`src/ioc_pkg.sv`:
```
// Package: function codes, field positions, carriers and timing counts
package ioc_pkg;
  // Clock rate and timer step
  localparam int unsigned CLK_HZ        = 25_000_000;
  localparam int unsigned TICK_US       = 64;
  localparam int unsigned TICK_CYCLES   = (CLK_HZ / 1_000_000) * TICK_US;
  localparam int unsigned TICK_W        = 11;

  // Number of interval timers and widths
  localparam int unsigned NUM_TIMERS    = 5;
  localparam int unsigned DATA_W        = 8;

  // Write function codes presented on the function select port
  localparam logic [3:0] FN_DISCRETE    = 4'h0;
  localparam logic [3:0] FN_RATE        = 4'h1;
  localparam logic [3:0] FN_XMIT        = 4'h2;
  localparam logic [3:0] FN_PORT        = 4'h3;
  localparam logic [3:0] FN_MASK        = 4'h4;
  localparam logic [3:0] FN_TIMER1      = 4'h5;
  localparam logic [3:0] FN_TIMER5      = 4'h9;

  // Field positions of the rate and discrete command bytes
  localparam int unsigned RATE_STOP_BIT = 7;
  localparam int unsigned RATE_SEL_W    = 7;
  localparam int unsigned CMD_RESET_BIT = 0;
  localparam int unsigned CMD_BREAK_BIT = 1;
  localparam int unsigned CMD_SEL7_BIT  = 2;

  // Interrupt register bit assigned to each timer, and shared source 7
  localparam int unsigned IRQ_TIMER1    = 0;
  localparam int unsigned IRQ_TIMER2    = 1;
  localparam int unsigned IRQ_TIMER3    = 3;
  localparam int unsigned IRQ_TIMER4    = 6;
  localparam int unsigned IRQ_SRC7      = 7;
  localparam int unsigned IRQ_XMIT      = 5;

  // Baud select encoding, 0 means link disabled
  localparam logic [2:0] BAUD_OFF       = 3'h0;

  // Host write strobe with function code and data
  typedef struct packed {
    logic             wr;
    logic [3:0]       fn;
    logic [DATA_W-1:0] data;
  } host_wr_t;

  // Serial configuration handed to the shifting logic
  typedef struct packed {
    logic       one_stop;
    logic [2:0] baud_sel;
    logic       brk;
  } line_cfg_t;
endpackage : ioc_pkg

```
`src/interval_timer.sv`:
```
// One 8-bit interval timer counting in tick steps
module interval_timer
  import ioc_pkg::*;
(
  // Clock and reset
  input  wire logic              clk,
  input  wire logic              rst_n,
  // Control
  input  wire logic              load,
  input  wire logic [DATA_W-1:0] value,
  input  wire logic              tick,
  input  wire logic              inhibit,
  // Event
  output logic                   expire
);
  typedef struct packed {
    logic [DATA_W-1:0] count;
    logic              run;
    logic              expire;
  } tmr_state_t;

  tmr_state_t state;
  tmr_state_t next_state;

  // Load restarts, tick decrements, zero raises one expire pulse
  always_comb begin
    next_state        = state;
    next_state.expire = 1'b0;
    if (load) begin
      next_state.count = value;
      next_state.run   = (value != '0);
      next_state.expire = (value == '0);
    end else if (inhibit) begin
      next_state.run = 1'b0;
    end else if (state.run && tick) begin
      next_state.count = state.count - 1'b1;
      if (state.count == 8'h01) begin
        next_state.run    = 1'b0;
        next_state.expire = 1'b1;
      end
    end
  end

  // State register
  always_ff @(posedge clk) begin
    if (!rst_n) begin
      state <= '0;
    end else begin
      state <= next_state;
    end
  end

  assign expire = state.expire;
endmodule : interval_timer

```
`src/io_controller_load_functions.sv`:
```
// Write-side command functions: rate, buffer, port, mask and timers
// Overview of operation
// - Rate bit 7 high one stop, else two
// - Buffer load write copies data bus byte
// - Port write latches; outputs drive inverted data
// - Mask bit n enables interrupt source n
// - Timer load takes byte; 64 us units
// - Timer reaching zero sets its interrupt bit
// - Loading zero raises timer interrupt immediately
// - Highest selected baud wins; none disables link
// - Discrete reset stops timers, keeps mask, rate, port and buffer
// - Source 7 from timer 5 or input 7
// - Interrupt pending when set bit is unmasked
module io_controller_load_functions
  import ioc_pkg::*;
#(
  parameter int unsigned TICK_COUNT = TICK_CYCLES
)
(
  // Clock and reset
  input  wire logic              clk,
  input  wire logic              rst_n,
  // Host write port
  input  ioc_pkg::host_wr_t      host,
  // Interrupt acknowledge: clears every bit that is set in the vector unless that bit is set again in the same cycle
  input  wire logic [DATA_W-1:0] irq_ack,
  // External input 7 for the shared interrupt source
  input  wire logic              ext_in7,
  // Parallel output port, active low copy of the latched byte
  output logic [DATA_W-1:0]      port_out_n,
  // Transmitter buffer towards the shifter
  output logic [DATA_W-1:0]      xmit_data,
  output logic                   xmit_load,
  // Serial configuration
  output ioc_pkg::line_cfg_t     line_cfg,
  // Interrupt state
  output logic [DATA_W-1:0]      irq_reg,
  output logic                   int_req
);
  import ioc_pkg::*;

  typedef struct packed {
    logic [TICK_W-1:0] prescale;
    logic              tick;
    logic              inhibit;
    logic              sel7_ext;
    logic              ext7_q;
    logic [DATA_W-1:0] rate;
    logic [DATA_W-1:0] mask;
    logic [DATA_W-1:0] port_n;
    logic [DATA_W-1:0] xbuf;
    logic              xload;
    logic [DATA_W-1:0] irq;
    logic              intr;
    line_cfg_t         cfg;
  } ctl_state_t;

  ctl_state_t state;
  ctl_state_t next_state;
  logic [NUM_TIMERS-1:0] tmr_load;
  logic [NUM_TIMERS-1:0] tmr_exp;

  // Highest selected rate wins; zero code means link inhibited
  function automatic logic [2:0] baud_code(input logic [RATE_SEL_W-1:0] s);
    baud_code = BAUD_OFF;
    for (int i = 0; i < RATE_SEL_W; i++) begin
      if (s[i]) begin
        baud_code = 3'(i + 1);
      end
    end
  endfunction : baud_code

  // One write strobe per function; a code outside the map hits nothing
  function automatic logic fn_hit(input host_wr_t   h,
                                  input logic [3:0] code);
    fn_hit = h.wr && (h.fn == code);
  endfunction : fn_hit

  // Decoded write strobes, shared by the register and timer logic
  typedef struct packed {
    logic                  disc;
    logic                  reset_cmd;
    logic                  rate;
    logic                  xmit;
    logic                  port;
    logic                  mask;
    logic [NUM_TIMERS-1:0] tmr;
    logic                  any_tmr;
  } wr_dec_t;

  wr_dec_t dec;

  // Function decode; reset is only bit 0 of a discrete command
  always_comb begin
    dec           = '0;
    dec.disc      = fn_hit(host, FN_DISCRETE);
    dec.reset_cmd = dec.disc && host.data[CMD_RESET_BIT];
    dec.rate      = fn_hit(host, FN_RATE);
    dec.xmit      = fn_hit(host, FN_XMIT);
    dec.port      = fn_hit(host, FN_PORT);
    dec.mask      = fn_hit(host, FN_MASK);
    for (int i = 0; i < NUM_TIMERS; i++) begin
      dec.tmr[i] = fn_hit(host, 4'(FN_TIMER1 + 4'(i)));
    end
    dec.any_tmr   = |dec.tmr;
  end

  // Each timer sees only its own load strobe
  assign tmr_load = dec.tmr;

  // Timer expiries and the input-7 edge onto interrupt bits;
  // bits 2 and 4 belong to receive-side sources outside this block
  function automatic logic [DATA_W-1:0] src_bits(
    input logic [NUM_TIMERS-1:0] expired,
    input logic                  rise7,
    input logic                  sel7
  );
    src_bits             = '0;
    src_bits[IRQ_TIMER1] = expired[0];
    src_bits[IRQ_TIMER2] = expired[1];
    src_bits[IRQ_TIMER3] = expired[2];
    src_bits[IRQ_TIMER4] = expired[3];
    src_bits[IRQ_SRC7]   = sel7 ? rise7 : expired[4];
  endfunction : src_bits

  // The five interval timers
  for (genvar g = 0; g < NUM_TIMERS; g++) begin : g_tmr
    interval_timer u_tmr (
      .clk     (clk),
      .rst_n   (rst_n),
      .load    (tmr_load[g]),
      .value   (host.data),
      .tick    (state.tick),
      .inhibit (state.inhibit),
      .expire  (tmr_exp[g])
    );
  end

  // Write decode, tick prescaler and interrupt register
  always_comb begin
    logic [DATA_W-1:0] set_bits;
    set_bits   = '0;
    next_state = state;
    next_state.xload   = 1'b0;
    next_state.ext7_q  = ext_in7;
    // Prescaler gives one tick per 64 us step; it runs free, so the
    // first step after a load comes anywhere from one cycle to a full
    // step later, and a loaded count n lasts between n-1 and n steps
    if (state.prescale == TICK_W'(TICK_COUNT - 1)) begin
      next_state.prescale = '0;
      next_state.tick     = 1'b1;
    end else begin
      next_state.prescale = state.prescale + 1'b1;
      next_state.tick     = 1'b0;
    end
    // Discrete command: a low bit 0 does nothing to the timers;
    // reset leaves mask, rate, port and buffer untouched
    if (dec.disc) begin
      if (dec.reset_cmd) begin
        next_state.inhibit = 1'b1;
      end
      next_state.sel7_ext = host.data[CMD_SEL7_BIT];
      // Reset forces brk low, the same level that a set break bit gives
      next_state.cfg.brk  = ~host.data[CMD_BREAK_BIT]
                            & ~host.data[CMD_RESET_BIT];
    end
    // Rate byte feeds both stop-bit and baud decode below
    if (dec.rate) begin
      next_state.rate = host.data;
    end
    // Buffer load also pulses the load strobe for one cycle
    if (dec.xmit) begin
      next_state.xbuf  = host.data;
      next_state.xload = 1'b1;
    end
    // Port byte is held inverted, as the pins show it
    if (dec.port) begin
      next_state.port_n = ~host.data;
    end
    // Mask bit n gates interrupt source n
    if (dec.mask) begin
      next_state.mask = host.data;
    end
    // Any timer load lifts the inhibit left by a discrete reset;
    // timers already stopped stay stopped until their own reload
    if (dec.any_tmr) begin
      next_state.inhibit = 1'b0;
    end
    next_state.cfg.one_stop = next_state.rate[RATE_STOP_BIT];
    next_state.cfg.baud_sel =
      baud_code(next_state.rate[RATE_SEL_W-1:0]);
    // Timer events and the input-7 rising edge into the register
    set_bits = src_bits(tmr_exp, ext_in7 & ~state.ext7_q,
                        state.sel7_ext);
    // Set wins over acknowledge in the same cycle
    next_state.irq = (state.irq & ~irq_ack) | set_bits;
    if (dec.reset_cmd) begin
      // Reset clears held bits, keeps same-cycle source events, and sets the transmitter-buffer bit
      next_state.irq = set_bits;
      next_state.irq[IRQ_XMIT] = 1'b1;
    end
    next_state.intr = |(next_state.irq & next_state.mask);
  end

  // State register; power-on holds timers inhibited until loaded
  always_ff @(posedge clk) begin
    if (!rst_n) begin
      state         <= '0;
      state.inhibit <= 1'b1;
      state.port_n  <= '1;
      // Input 7 starts high so a pin idling high gives no false edge
      state.ext7_q  <= 1'b1;
    end else begin
      state <= next_state;
    end
  end

  // Outputs come straight from the state register
  assign port_out_n = state.port_n;
  assign xmit_data  = state.xbuf;
  assign xmit_load  = state.xload;
  assign line_cfg   = state.cfg;
  assign irq_reg    = state.irq;
  assign int_req    = state.intr;
endmodule : io_controller_load_functions

```
`config.mk`:
```
export PLATFORM = sky130hd
export DESIGN_NAME = io_controller_load_functions
export DESIGN_NICKNAME = d
export VERILOG_FILES = /design/src/ioc_pkg.sv /design/src/interval_timer.sv /design/src/io_controller_load_functions.sv
export SDC_FILE = /design/constraint.sdc
export NUM_CORES = 1
export LEC_CHECK = 0
export BUFFER_PORTS_ARGS = -buffer_cell sky130_fd_sc_hd__buf_2
export CAP_MARGIN = 20
export CORE_AREA = 2 2 156 158
export CTS_CLUSTER_DIAMETER = 60
export DETAILED_ROUTE_END_ITERATION = 8
export DIE_AREA = 0 0 158 160
export GPL_TIMING_DRIVEN = 0
export PLACE_DENSITY = 0.39
export SLEW_MARGIN = 10
export SYNTH_ARGS = -nofsm -noshare
export SYNTH_HDL_FRONTEND = slang
export SYNTH_HIERARCHICAL = 1
export SYNTH_SLANG_ARGS = --single-unit
```
`constraint.sdc`:
```
create_clock -name clk -period 1.7 [get_ports clk]
set_input_delay 0.255 -clock clk [delete_from_list [all_inputs] [get_ports clk]]
set_output_delay 0.255 -clock clk [all_outputs]
set_load 0.05 [all_outputs]
```
==> report_table.html <==
<table>
<tr><th>Metric</th><th>Value</th></tr>
<tr><th colspan="2">Status</th></tr>
<tr><td>Run status</td><td>finished clean</td></tr>
<tr><th colspan="2">Yosys</th></tr>
<tr><td>Register bit count reported by yosys</td><td>~110</td></tr>
<tr><td>Number of enable flip-flop cells after synthesis</td><td>0</td></tr>
<tr><td>Primary FF master, synth</td><td>sky130_fd_sc_hd__dfxtp_1</td></tr>
<tr><td>Syn_area_per_cell</td><td>roughly 9 µm²</td></tr>
<tr><td>Number of warnings reported in the yosys synthesis log</td><td>6</td></tr>
<tr><td>Top cells by count, synth</td><td>sky130_fd_sc_hd__dfxtp_1, sky130_fd_sc_hd__o21ai_0, sky130_fd_sc_hd__a21oi_1</td></tr>
<tr><td>Part of the Yosys area used for sequential elements</td><td>39.7%</td></tr>
<tr><td>Fraction of registers with async set/reset</td><td>0%</td></tr>
<tr><td>Area share of the largest cell type after synthesis</td><td>roughly two fifths</td></tr>
<tr><td>Area leader, netlist</td><td>sky130_fd_sc_hd__dfxtp_1</td></tr>
<tr><td>Library cell with the highest instance count after synthesis</td><td>sky130_fd_sc_hd__dfxtp_1</td></tr>
<tr><td>Post-synth cell types</td><td>55</td></tr>
<tr><td>Gate Count Post-Synth</td><td>~630</td></tr>
<tr><td>Synthesized Nets</td><td>about 670</td></tr>
<tr><td>Combined area of all synthesized cells</td><td>~5600 µm²</td></tr>
<tr><td>Top area cells in the synthesized netlist</td><td>sky130_fd_sc_hd__dfxtp_1, sky130_fd_sc_hd__o21ai_0, sky130_fd_sc_hd__buf_4, sky130_fd_sc_hd__a21oi_1, sky130_fd_sc_hd__nor2_1</td></tr>
<tr><th colspan="2">Placement</th></tr>
<tr><td>PortBufs</td><td>52</td></tr>
<tr><td>Worst setup slack before clock tree synthesis</td><td>-0.389 ns</td></tr>
<tr><td>Detail Placement HPWL</td><td>~11000 µm</td></tr>
<tr><td>Routability congestion estimate</td><td>0.749</td></tr>
<tr><th colspan="2">STA</th></tr>
<tr><td>Final Max Tran Viols</td><td>0</td></tr>
<tr><td>Min Tclk post-route</td><td>between 1.5 and 2 ns</td></tr>
<tr><td>Rel. slew slack</td><td>62.5%</td></tr>
<tr><td>Total setup violations reported at the end of the flow</td><td>0</td></tr>
<tr><td>Unrepaired setup endpoints after global routing</td><td>no</td></tr>
<tr><td>Upper clock frequency limit</td><td>about 0.63 GHz</td></tr>
<tr><td>Total negative slack</td><td>0 ns</td></tr>
<tr><td>Final WS setup</td><td>just over 0.1 ns</td></tr>
<tr><td>Post-Route Skew</td><td>about 0.012 ns</td></tr>
<tr><td>Final hold vios</td><td>0</td></tr>
<tr><td>Worst-margin pin slew</td><td>approximately 0.56 ns</td></tr>
<tr><td>Final period util</td><td>94.0%</td></tr>
<tr><th colspan="2">Power and ir drop</th></tr>
<tr><td>Worst supply voltage drop on vdd</td><td>0.470 mV</td></tr>
<tr><td>Power density over the cells</td><td>roughly 800 nW/µm²</td></tr>
<tr><td>Leak pwr</td><td>2.57 nW</td></tr>
<tr><th colspan="2">Critical path</th></tr>
<tr><td>Nature of the critical path startpoint</td><td>register</td></tr>
<tr><td>Kind of cell adding the most delay to the critical path</td><td>compound AO/OA/AOI/OAI gates</td></tr>
<tr><td>Critical path buffers and inverters</td><td>0</td></tr>
<tr><td>Worst EP arrival</td><td>about 1.8 ns</td></tr>
<tr><td>Crit path largest cell delay</td><td>0.53 ns</td></tr>
<tr><td>Crit. End Element</td><td>register</td></tr>
<tr><td>Cell breakdown of the critical path</td><td>nand4b_1 -&gt; o31a_1 -&gt; o311a_1</td></tr>
<tr><td>Critical Path Slowest Stage Cell</td><td>sky130_fd_sc_hd__dfxtp_4</td></tr>
<tr><td>Critical path required time</td><td>around 2 ns</td></tr>
<tr><td>Worst setup path class</td><td>register to register</td></tr>
<tr><td>Largest fanout on the critical path</td><td>20</td></tr>
<tr><th colspan="2">Global route</th></tr>
<tr><td>Via count of the first global-routing pass</td><td>~4900</td></tr>
<tr><td>Antenna violations before repair</td><td>0</td></tr>
<tr><td>First-pass GRT wire length</td><td>26800 µm</td></tr>
<tr><td>Congestion Overflow GR</td><td>0</td></tr>
<tr><td>GR met1 Demand/Resource</td><td>17.9%</td></tr>
<tr><td>GRT busiest layer</td><td>met2</td></tr>
<tr><td>M2 GR Usage</td><td>between 20% and 30%</td></tr>
<tr><td>Routing usage on met3</td><td>roughly 2.2%</td></tr>
<tr><td>GRT Total Usage</td><td>13.7%</td></tr>
<tr><td>Maximum number of pins on one net before global-route repair</td><td>22</td></tr>
<tr><th colspan="2">Drt</th></tr>
<tr><td>Post-route antenna net violation count</td><td>0</td></tr>
<tr><td>Remaining design rule violation count</td><td>0</td></tr>
<tr><td>Routed Wire Length</td><td>~17000 µm</td></tr>
<tr><td>Via density per instance</td><td>approximately 4.8</td></tr>
<tr><td>Number of search-and-repair iterations in the first detailed-routing pass</td><td>4</td></tr>
<tr><td>Initial DRC Count</td><td>approximately 280</td></tr>
<tr><td>Total via count in the routed design</td><td>a little under 5000</td></tr>
<tr><td>WL/cell</td><td>between 15 and 20 µm</td></tr>
<tr><th colspan="2">CTS</th></tr>
<tr><td>Sink Count</td><td>111</td></tr>
<tr><td>Largest buffer count on any clock path</td><td>2</td></tr>
<tr><td>Clock latency reported for the late side of the worst-skew pair</td><td>0.36 ns</td></tr>
<tr><td>CTS tree</td><td>yes</td></tr>
<tr><td>Post-cts hold buffer count</td><td>0</td></tr>
<tr><td>Clock buffers created by TritonCTS</td><td>9</td></tr>
<tr><td>Clock Root Buffer</td><td>sky130_fd_sc_hd__clkbuf_16</td></tr>
<tr><td>CTS H-tree depth</td><td>3</td></tr>
<tr><td>Clock transition at the registers of the reported paths</td><td>around 0.08 ns</td></tr>
<tr><th colspan="2">Cells and area</th></tr>
<tr><td>Total of fill cells in the finished design</td><td>approximately 2600</td></tr>
<tr><td>Max reg flops</td><td>between 40 and 50</td></tr>
<tr><td>Largest reg by FF count</td><td>g_tmr.u_tmr/state</td></tr>
<tr><td>Layout cell share with drive strength beyond 1</td><td>20.5%</td></tr>
<tr><td>ANT cells</td><td>0</td></tr>
<tr><td>Area growth from synthesis to layout</td><td>18.1%</td></tr>
<tr><td>Final layout net count</td><td>about 730</td></tr>
<tr><td>Largest registers</td><td>g_tmr.u_tmr/state (45), state (31)</td></tr>
<tr><td>Area used by sequential logic in the layout</td><td>between 2000 and 2500 µm²</td></tr>
<tr><td>Multi-input logic area</td><td>between 2000 and 3000 µm²</td></tr>
<tr><th colspan="2">Run</th></tr>
<tr><td>Max-capacitance violation count</td><td>0</td></tr>
<tr><th colspan="2">Die</th></tr>
<tr><td>Core footprint</td><td>between 20000 and 25000 µm²</td></tr>
<tr><td>Die area</td><td>approximately 25000 µm²</td></tr>
<tr><td>Std cell rows</td><td>57</td></tr>
<tr><td>Chip width</td><td>~160 µm</td></tr>
<tr><td>Number of top-level pins</td><td>55</td></tr>
<tr><td>Starting Density</td><td>a little under a quarter</td></tr>
<tr><td>Die boundary height</td><td>160 µm</td></tr>
<tr><th colspan="2">Hold path</th></tr>
<tr><td>Worst min-delay path class</td><td>input pin to register</td></tr>
</table>
cells in the final DEF, fill, tap and decap left out, types with 10 or more instances in the layout:
| master | instances |
|---|---|
| sky130_fd_sc_hd__dfxtp_1 | 109 |
| sky130_fd_sc_hd__buf_2 | 53 |
| sky130_fd_sc_hd__o21ai_0 | 50 |
| sky130_fd_sc_hd__a21oi_1 | 42 |
| sky130_fd_sc_hd__nor2_1 | 37 |
| sky130_fd_sc_hd__nand2_1 | 36 |
| sky130_fd_sc_hd__buf_4 | 33 |
| sky130_fd_sc_hd__inv_1 | 25 |
| sky130_fd_sc_hd__nor4_1 | 21 |
| sky130_fd_sc_hd__nand2b_1 | 20 |
| sky130_fd_sc_hd__a31oi_1 | 16 |
| sky130_fd_sc_hd__nand3_1 | 15 |
| sky130_fd_sc_hd__clkbuf_1 | 13 |
| sky130_fd_sc_hd__mux2i_1 | 13 |
| sky130_fd_sc_hd__nand3b_1 | 12 |
| sky130_fd_sc_hd__nor3_1 | 12 |
| sky130_fd_sc_hd__nand4b_1 | 11 |
| sky130_fd_sc_hd__o311a_1 | 11 |
| sky130_fd_sc_hd__or3_1 | 11 |
| sky130_fd_sc_hd__ha_1 | 11 |
| sky130_fd_sc_hd__xor2_1 | 10 |
| sky130_fd_sc_hd__or4_1 | 10 |
| sky130_fd_sc_hd__o31a_1 | 10 |
layer usage:
metal	up-vias	share of wire, %
li1	2449	-
met1	2367	47
met2	62	49
met3	7	3.4
met4	0	0.62
met5	-	0
worst reg2reg max path, delay by kind of cell (launching register included):
kind | cells | cell delay [ns]
AO/OA/AOI/OAI | 2 | 0.64
flip-flops | 1 | 0.53
AND/OR/NAND/NOR | 1 | 0.31
final cells by class:
type                       instances  area share [%]
multi-input combinational        446            45.1
inverter                          25            1.42
clock buffer                       9            3.41
sequential                       111            33.7
buffer                            51            4.93
clock inverter                     7           0.948
tap                              324            6.14
timing repair buffer              55            4.32
through the flow:
step	instances	hold WS, ns	total power, mW	utilization (%)	instance area [µm²]
after global routing	1028	0.124	5.52	27.7	6600
after CTS	1027	0.120	5.36	27.6	6570
after floorplan	633	0.356	3.02	-	5590
after global placement	1009	0.443	3.22	26.3	6260
after detailed placement	1009	0.450	3.22	26.3	6260
final	1028	0.126	5.28	27.7	6600
timing repair:
action | 4_1_cts | 5_1_grt
gates resized for setup | 5 | 11
setup endpoints to repair | 43 | 45
setup buffers | 2 | 1
logic make-up after synthesis:
family	Yosys count	synth area share, %
AO/OA/AOI/OAI	165	18.8
XOR/XNOR	17	2.66
adder cells (fa/ha/maj)	11	2.46
buffers and inverters	76	7.43
flip-flops	111	39.7
multiplexers	18	3.33
AND/OR/NAND/NOR	235	25.5
power breakdown:
group          switching [mW]  internal (mW)
clock network            1.10           1.03
registers              0.0470           2.64
logic                   0.302          0.165
final timing paths:
path | endpoint | depth (start not counted) | from | slack, ns
max | g_tmr[4].u_tmr/state[8] | 3 | state[50] | 0.10
min | state[47] | 2 | ext_in7 | 0.13
max reg2reg | g_tmr[4].u_tmr/state[8] | 3 | state[50] | 0.10
min reg2reg | state[46] | 2 | state[46] | 0.46
Note: power is estimated with default switching activity, not from simulation.
